==> config.mk <==
export PLATFORM = sky130hd
export DESIGN_NAME = timer_core
export DESIGN_NICKNAME = d
export VERILOG_FILES = /design/src/logic/clock_select.v /design/src/logic/clock_divider.v /design/src/logic/timer_core.v
export VERILOG_INCLUDE_DIRS = /design/src /design/src/logic
export SDC_FILE = /design/constraint.sdc
export NUM_CORES = 1
export LEC_CHECK = 0
export BUFFER_PORTS_ARGS = -buffer_cell sky130_fd_sc_hd__buf_4
export CAP_MARGIN = 20
export CORE_ASPECT_RATIO = 0.75
export CORE_UTILIZATION = 57
export DETAILED_ROUTE_END_ITERATION = 12
export GPL_TIMING_DRIVEN = 0
export PLACE_DENSITY = 0.85
export RECOVER_POWER = 100
export SLEW_MARGIN = 20
export SYNTH_ARGS = -nofsm -noshare
export SYNTH_HDL_FRONTEND = slang
export SYNTH_SLANG_ARGS = --single-unit
==> constraint.sdc <==
create_clock -name clk -period 4.7 [get_ports clk]
set_input_delay 0.47 -clock clk [delete_from_list [all_inputs] [get_ports clk]]
set_output_delay 0.47 -clock clk [all_outputs]
set_load 0.02 [all_outputs]
==> src/logic/timer_regs.vh <==
// Constants for the programmable-length timer core
`ifndef TIMER_REGS_VH
`define TIMER_REGS_VH
`define CNT_W 16
`define CNT_RESET 16'h0000
`define LEN_8 2'h0
`define LEN_10 2'h1
`define LEN_12 2'h2
`define LEN_16 2'h3
`define MAX_8 16'h00ff
`define MAX_10 16'h03ff
`define MAX_12 16'h0fff
`define MAX_16 16'hffff
`define SRC_EXT_PIN 2'h0
`define SRC_AUX 2'h1
`define SRC_SUBSYS 2'h2
`define SRC_EXT2 2'h3
`define MODE_STOP 2'h0
`define MODE_UP 2'h1
`define MODE_CONT 2'h2
`define MODE_UPDN 2'h3
`define LLD_WRITE 2'h0
`define LLD_ZERO 2'h1
`define LLD_ZERO_OR_PERIOD 2'h2
`define LLD_PERIOD 2'h3
`endif

==> src/logic/clock_select.v <==
// Timer clock source selection and edge detection
`timescale 1ns/1ps
`include "timer_regs.vh"
module clock_select (
  clk,
  resetn,
  clk_en,
  clock_source_select,
  ext_clock_pin,
  aux_clock,
  subsystem_clock,
  second_ext_clock,
  src_rise
);
  input wire clk;
  input wire resetn;
  input wire clk_en;
  input wire [1:0] clock_source_select;
  input wire ext_clock_pin;
  input wire aux_clock;
  input wire subsystem_clock;
  input wire second_ext_clock;
  output wire src_rise;

  reg sel_src;
  reg prev_q;

  // ****************************************
  // Source multiplexer
  // ****************************************
  always @* begin
    case (clock_source_select)
      `SRC_EXT_PIN: sel_src = ext_clock_pin;
      `SRC_AUX: sel_src = aux_clock;
      `SRC_SUBSYS: sel_src = subsystem_clock;
      `SRC_EXT2: sel_src = second_ext_clock;
      default: sel_src = 1'b0;
    endcase
  end

  // Sources are sampled levels, so a rise is seen at the first clk edge that finds the new level high
  always @(posedge clk or negedge resetn) begin
    if (!resetn) begin
      prev_q <= 1'b0;
    end else if (clk_en) begin
      prev_q <= sel_src;
    end
  end

  assign src_rise = sel_src & ~prev_q & clk_en;
endmodule

==> src/logic/clock_divider.v <==
// Two cascaded down-counter clock dividers
`timescale 1ns/1ps
`include "timer_regs.vh"
module clock_divider (
  clk,
  resetn,
  clk_en,
  clear,
  running,
  src_rise,
  prescale_divider,
  extra_divider,
  tick
);
  input wire clk;
  input wire resetn;
  input wire clk_en;
  input wire clear;
  input wire running;
  input wire src_rise;
  input wire [1:0] prescale_divider;
  input wire [2:0] extra_divider;
  output wire tick;

  reg [2:0] pre_q;
  reg [2:0] ext_q;
  reg [2:0] pre_reload;
  wire pre_out;

  // ****************************************
  // Reload values
  // ****************************************
  always @* begin
    case (prescale_divider)
      2'h0: pre_reload = 3'h0;
      2'h1: pre_reload = 3'h1;
      2'h2: pre_reload = 3'h3;
      2'h3: pre_reload = 3'h7;
      default: pre_reload = 3'h0;
    endcase
  end

  // Zero count means first edge after clear passes straight through
  assign pre_out = running & src_rise & (pre_q == 3'h0);
  assign tick = pre_out & (ext_q == 3'h0);

  always @(posedge clk or negedge resetn) begin
    if (!resetn) begin
      pre_q <= 3'h0;
      ext_q <= 3'h0;
    end else if (clk_en) begin
      if (clear) begin
        pre_q <= 3'h0;
        ext_q <= 3'h0;
      end else if (running && src_rise) begin
        if (pre_q == 3'h0) begin
          pre_q <= pre_reload;
          if (ext_q == 3'h0) begin
            ext_q <= extra_divider;
          end else begin
            ext_q <= ext_q - 3'h1;
          end
        end else begin
          pre_q <= pre_q - 3'h1;
        end
      end
    end
  end
endmodule

==> src/logic/timer_core.v <==
// Programmable-length timer counter core
`timescale 1ns/1ps
`include "timer_regs.vh"
module timer_core (
  clk,
  resetn,
  clk_en,
  ext_clock_pin,
  aux_clock,
  subsystem_clock,
  second_ext_clock,
  clock_source_select,
  prescale_divider,
  extra_divider,
  length_select,
  run_mode_select,
  latch_load_select,
  clear_command,
  count_wr,
  count_wdata,
  compare_wr,
  channel0_compare_value,
  channel0_flag_clr,
  overflow_flag_clr,
  channel0_irq_en,
  overflow_irq_en,
  outputs_float,
  count_value,
  period_latch,
  count_down,
  clear_readback,
  channel_flag,
  overflow_flag,
  channel0_irq,
  overflow_irq,
  out_float
);
  input wire clk;
  input wire resetn;
  input wire clk_en;
  input wire ext_clock_pin;
  input wire aux_clock;
  input wire subsystem_clock;
  input wire second_ext_clock;
  input wire [1:0] clock_source_select;
  input wire [1:0] prescale_divider;
  input wire [2:0] extra_divider;
  input wire [1:0] length_select;
  input wire [1:0] run_mode_select;
  input wire [1:0] latch_load_select;
  input wire clear_command;
  input wire count_wr;
  input wire [15:0] count_wdata;
  input wire compare_wr;
  input wire [15:0] channel0_compare_value;
  input wire channel0_flag_clr;
  input wire overflow_flag_clr;
  input wire channel0_irq_en;
  input wire overflow_irq_en;
  input wire outputs_float;
  output reg [15:0] count_value;
  output reg [15:0] period_latch;
  output reg count_down;
  output wire clear_readback;
  output wire channel_flag;
  output wire overflow_flag;
  output wire channel0_irq;
  output wire overflow_irq;
  output wire out_float;

  // ****************************************
  // Helpers
  // ****************************************
  function [15:0] len_max;
    input [1:0] len;
    begin
      case (len)
        `LEN_8: len_max = `MAX_8;
        `LEN_10: len_max = `MAX_10;
        `LEN_12: len_max = `MAX_12;
        default: len_max = `MAX_16;
      endcase
    end
  endfunction

  wire src_rise;
  wire tick;
  wire running;
  wire [15:0] cmax;
  reg [15:0] cnt_d;
  reg down_d;
  reg set_cmp;
  reg set_ovf;
  reg lat_zero;
  reg lat_period;
  reg load_now;
  reg wr_pend_q;
  reg was_stopped_q;
  wire step_ok;
  wire up_entry;
  wire [1:0] flag_set;
  wire [1:0] flag_clr;
  wire [1:0] flag_now;

  assign running = run_mode_select != `MODE_STOP;
  assign cmax = len_max(length_select);
  assign clear_readback = 1'b0;
  assign out_float = outputs_float;
  assign channel0_irq = channel_flag & channel0_irq_en;
  assign overflow_irq = overflow_flag & overflow_irq_en;

  // ****************************************
  // Step gating
  // ****************************************
  // A clear, a write or an up entry swallows the tick that shares its cycle
  assign up_entry = was_stopped_q && (run_mode_select == `MODE_UP) &&
    (count_value > period_latch);
  assign step_ok = !clear_command && !count_wr && !up_entry;
  assign flag_set = {set_ovf, set_cmp} & {2{step_ok}};
  assign flag_clr = {overflow_flag_clr, channel0_flag_clr};
  assign channel_flag = flag_now[0];
  assign overflow_flag = flag_now[1];

  // ****************************************
  // Clock path
  // ****************************************
  clock_select u_sel (
    .clk(clk),
    .resetn(resetn),
    .clk_en(clk_en),
    .clock_source_select(clock_source_select),
    .ext_clock_pin(ext_clock_pin),
    .aux_clock(aux_clock),
    .subsystem_clock(subsystem_clock),
    .second_ext_clock(second_ext_clock),
    .src_rise(src_rise)
  );

  clock_divider u_div (
    .clk(clk),
    .resetn(resetn),
    .clk_en(clk_en),
    .clear(clear_command),
    .running(running),
    .src_rise(src_rise),
    .prescale_divider(prescale_divider),
    .extra_divider(extra_divider),
    .tick(tick)
  );

  // ****************************************
  // Next count
  // ****************************************
  always @* begin
    cnt_d = count_value;
    down_d = count_down;
    set_cmp = 1'b0;
    set_ovf = 1'b0;
    lat_zero = 1'b0;
    lat_period = 1'b0;
    if (tick) begin
      case (run_mode_select)
        `MODE_UP: begin
          if (count_value >= period_latch) begin
            cnt_d = 16'h0000;
            lat_zero = 1'b1;
            if (count_value == period_latch) begin
              set_ovf = 1'b1;
            end
          end else begin
            cnt_d = (count_value + 16'h0001) & cmax;
            if (cnt_d == period_latch) begin
              set_cmp = 1'b1;
              lat_period = 1'b1;
            end
          end
        end
        `MODE_CONT: begin
          if (count_value >= cmax) begin
            cnt_d = 16'h0000;
            set_ovf = 1'b1;
            lat_zero = 1'b1;
          end else begin
            cnt_d = count_value + 16'h0001;
          end
        end
        `MODE_UPDN: begin
          // Latch above length maximum counts as continuous but raises no flags
          if (period_latch > cmax) begin
            cnt_d = (count_value >= cmax) ? 16'h0000 :
              count_value + 16'h0001;
            down_d = 1'b0;
          end else if (!count_down) begin
            if (count_value >= period_latch) begin
              down_d = 1'b1;
              cnt_d = (count_value == 16'h0000) ? 16'h0000 :
                count_value - 16'h0001;
            end else begin
              cnt_d = count_value + 16'h0001;
              if (cnt_d == period_latch) begin
                set_cmp = 1'b1;
                lat_period = 1'b1;
              end
            end
          end else begin
            if (count_value == 16'h0000) begin
              down_d = 1'b0;
              cnt_d = 16'h0001;
            end else begin
              cnt_d = count_value - 16'h0001;
              if (cnt_d == 16'h0000) begin
                set_ovf = 1'b1;
                lat_zero = 1'b1;
              end
            end
          end
        end
        default: cnt_d = count_value;
      endcase
    end
  end

  // ****************************************
  // Period latch load timing
  // ****************************************
  always @* begin
    case (latch_load_select)
      `LLD_WRITE: load_now = compare_wr;
      `LLD_ZERO: load_now = wr_pend_q & step_ok & lat_zero;
      `LLD_ZERO_OR_PERIOD: load_now = wr_pend_q & step_ok & (lat_zero |
        (run_mode_select == `MODE_UPDN && lat_period));
      `LLD_PERIOD: load_now = wr_pend_q & step_ok & lat_period;
      default: load_now = 1'b0;
    endcase
  end

  // ****************************************
  // State
  // ****************************************
  always @(posedge clk or negedge resetn) begin
    if (!resetn) begin
      count_value <= `CNT_RESET;
      was_stopped_q <= 1'b1;
    end else if (clk_en) begin
      was_stopped_q <= (run_mode_select == `MODE_STOP);
      if (clear_command) begin
        count_value <= `CNT_RESET;
      end else if (count_wr) begin
        // Direct loads raise no flags
        count_value <= count_wdata & cmax;
      end else if (up_entry) begin
        count_value <= `CNT_RESET;
      end else begin
        count_value <= cnt_d;
      end
    end
  end

  // ****************************************
  // Count direction
  // ****************************************
  // Latched across stop; a clear, or an up/down step with the latch above the length maximum, forces it back to up
  always @(posedge clk or negedge resetn) begin
    if (!resetn) begin
      count_down <= 1'b0;
    end else if (clk_en) begin
      if (clear_command) begin
        count_down <= 1'b0;
      end else if (step_ok) begin
        count_down <= down_d;
      end
    end
  end

  // ****************************************
  // Period latch
  // ****************************************
  // Except on write timing, a transfer rides only on a real step, so lost ticks load nothing
  always @(posedge clk or negedge resetn) begin
    if (!resetn) begin
      period_latch <= `CNT_RESET;
      wr_pend_q <= 1'b0;
    end else if (clk_en) begin
      if (load_now) begin
        period_latch <= channel0_compare_value;
        wr_pend_q <= 1'b0;
      end else if (compare_wr) begin
        wr_pend_q <= 1'b1;
      end
    end
  end

  // ****************************************
  // Sticky flags
  // ****************************************
  // Set wins over a same-cycle clear
  genvar g;
  generate
    for (g = 0; g < 2; g = g + 1) begin : g_flag
      reg hold_q;
      always @(posedge clk or negedge resetn) begin
        if (!resetn) begin
          hold_q <= 1'b0;
        end else if (clk_en) begin
          if (flag_set[g]) begin
            hold_q <= 1'b1;
          end else if (flag_clr[g]) begin
            hold_q <= 1'b0;
          end
        end
      end
      assign flag_now[g] = hold_q;
    end
  endgenerate
endmodule

==> flow_metrics.tcl <==
set metrics [dict create \
    outcome "finished, violations left" \
    failed_checks "capacitance limit, slew limit" \
    detail-route-antenna-nets 0 \
    root_buffer "clkbuf_16" \
    cts_setup_buffers 0 \
    crit_family "simple AND/OR/NAND/NOR gates" \
    cp_slowest_cell "or4_1" \
    yosysTopAreaCellShare 0.223 \
    synth_nets 699 \
    final_cells 808 \
    drive_above_1_share 0.147 \
    synth_top_cell_by_area "dfrtp_1" \
    clkLatencyLatePin_ns 0.31 \
    dp_slack_ns 0.183 \
    routedWlPerCell_um 22.5 \
    clk_pin_slew_ns 0.07 \
    setup_tns_ns 0 \
    grt_pass1_wl_um 28000 \
    numCtsBuffers 5 \
    muxShareOfSynthArea 0.0624 \
    synth_cells 600 \
    slowest_delay_ns 0.65 \
    slew_headroom -0.668 \
    final_nets 801 \
    use_met2 0.676 \
    end_kind "register" \
    cp.arrival_ns 4.71 \
    portBuffers 95 \
    hold_class "input pin to register" \
    cts_resized 0 \
    tightest_slew_ns 2.50 \
    die-area_sq_um 8850 \
    synthSimpleGateAreaFrac 0.242 \
    synthFlopType "dfrtp_1" \
    drtPass1Iterations 6 \
    irDropWorstVdd_uv 259 \
    postCtsHoldBufs 0 \
    via_count 5637 \
    crit_top_cell "nand4_1" \
    start_util 0.599 \
    top_level_ports 99 \
    ys_types 74 \
    chipHeight_um 81.7 \
    groute.usage.overall 0.424 \
    skew_ns 0.00795 \
    synth_edf_count 0 \
    grt_pass1_vias 5192 \
    cp_num_buf_inv 3 \
    synthXorXnorAreaFrac 0.0591 \
    period_share 0.963 \
    synth_compound_area_frac 0.242 \
    antenna_found_initial 0 \
    ys_warn_count 0 \
    rsz0062_at_grt "no" \
    cts_max_path_buffers 2 \
    via_per_inst 6.98 \
    ys_top_cells_by_area "dfrtp_1, ha_1, xnor2_1, nand2_1, o21ai_0" \
    drc_errors 0 \
    synth_top_family_by_area "compound AO/OA/AOI/OAI gates" \
    leakagePower_uw 0.00237 \
    design.core.area_sq_um 8060 \
    drv_cap 1 \
    setup_viol 0 \
    worstSetupPathType "input pin to register" \
    dp_hpwl_um 13700 \
    fin_ws_ns 0.172 \
    startpoint_type "input pin" \
    numPlacedInstances 800 \
    hold_violations 0 \
    maxSlewViolCount 45 \
    syn2layout_area_growth_pct 17.0 \
    die_w_um 108 \
    tritoncts "done" \
    diodes 0 \
    max_freq_ghz 0.221 \
    num_rows 28 \
    ys_ff_latch 44 \
    cts_max_level 2 \
    min_period_ns 4.53 \
    async_flop_share 1.00 \
    power_density_nw_per_um2 347 \
    grt-ovfl-total 0 \
    cts_sinks 44 \
    crit_required_ns 4.88 \
    crit_chain "buf_4 > and2_0 > inv_1 > ha_1 > nand4_1 > or4_1 > o311a_1 > nor2_1 > nand4_1 > nor3_1 > o2111ai_1 > o21ai_4 > buf_12 > mux2_1" \
    syn_avg_cell_area_sq_um 8.05 \
    top_usage_layer "met2" \
    grtUsageMet1 0.560 \
    use_met3 0.102 \
    synth_fa_ha_area_frac 0.101 \
    syn_area_sq_um 4830 \
    drt_wl_total_um 18100 \
    drt_iter0_markers 759 \
    grt_max_degree 45 \
    place_congestion 0.983 \
    yosysSeqAreaShare 0.228 \
    worstPathMaxFanout 14 \
]
[power by group]
part / total [uW] / switching (uW) / internal [uW]
Combinational: 1010 / 632 / 378
Clock: 379 / 178 / 201
Sequential: 569 / 121 / 448
[kinds of logic (layout without fill, tap and decap cells)]
kind of cell | Yosys count | after routing
flip-flops | 44 | 44
AND/OR/NAND/NOR | 220 | 220
AO/OA/AOI/OAI | 171 | 171
adder cells (fa/ha/maj) | 39 | 39
XOR/XNOR | 31 | 31
buffers and inverters | 71 | 174
other | 1 | 1
multiplexers | 23 | 23
[layout make-up]
class                           count  area [sq um]
Tap cell                          105           131
Timing Repair Buffer               95           571
Fill cell                         710          2410
Clock buffer                        5           125
Multi-Input combinational cell    485          3390
Inverter                           34           128
Buffer                             37           179
Sequential cell                    44          1100
Clock inverter                      3          25.0
[cell usage in the layout (no fill, tap or decap), types with 5 or more instances in the layout]
cell type	n
buf_4	61
nor2_1	40
nand2_1	60
nor4_1	11
a21o_1	5
nand4_1	19
o22ai_1	7
clkbuf_16	5
xnor2_1	26
nor3_1	17
o31ai_1	10
and3_1	6
inv_1	34
ha_1	39
a22oi_1	5
mux2_2	11
nor2b_1	5
or2_2	6
a21oi_1	30
o211ai_1	6
o221ai_1	8
o21ai_0	43
a211oi_1	7
or4_1	5
dfrtp_1	43
clkbuf_1	62
nand3_1	20
mux2_1	8
o21a_1	5
[final timing paths]
path	startpoint	slack [ns]	to	depth (start not counted)
min in group asynchronous	resetn	0.93	period_latch[12]	1
setup reg to reg	count_value[0]	0.30	count_value[8]	10
hold / removal	channel0_compare_value[12]	0.38	period_latch[12]	2
setup / recovery	length_select[0]	0.17	period_latch[11]	14
max in group asynchronous	resetn	2.34	count_value[3]	1
hold reg to reg	u_div.ext_q[2]	0.50	u_div.ext_q[2]	2
[worst reg2reg max path: stages, from the launching register on]
cell and delay [ns]:
dfrtp_1 0.49, clkbuf_1 0.41, inv_1 0.20, ha_1 0.36, nand4_1 0.09, or4_1 0.50, a41o_1 0.36, o21ai_0 1.10
clkbuf_1 0.53, a21oi_1 0.15, o41ai_1 0.10
[flip-flops by register name (all words and copies together), names as in the netlist, 3 cells and up]
register	count
count_value	16
period_latch	16
u_div.ext_q	3
u_div.pre_q	3
[cell usage after synthesis (5+ instances only)]
cell type and n:
clkbuf_1 23, mux2_2 11, mux2_4 9, nand2_1 60, a21o_1 5, nor2b_1 5, buf_4 5, o211ai_1 6
a211oi_1 7, nand3_1 20, nand4_1 19, o21a_1 5, a21oi_1 30, o21ai_0 41, a22oi_1 5, and3_1 6
dfrtp_1 43, nor3_1 17, or2_2 6, or4_1 5, o22ai_1 7, o221ai_1 8, xnor2_1 26, and2_1 7
ha_1 39, inv_1 34, nor4_1 11, o31ai_1 10, nor2_1 40
[through the flow]
step	util	total power, uW	hold WS (ns)	instance area (sq um)
after floorplan	-	1230	0.174	4830
after global placement	0.704	1550	0.452	5670
final	0.701	1960	0.377	5650
after global routing	0.701	2070	0.383	5650
after detailed placement	0.704	1590	0.477	5670
after CTS	0.723	1970	0.188	5820
[layer usage]
layer / wire [um] / part of all wire / up-vias
met2: 7880 / 0.43 / 470
met1: 7070 / 0.39 / 2622
met5: 0 / 0 / -
li1: - / - / 2470
met4: 592 / 0.033 / 0
met3: 2600 / 0.14 / 75
Power figures use the tool's default switching activity.
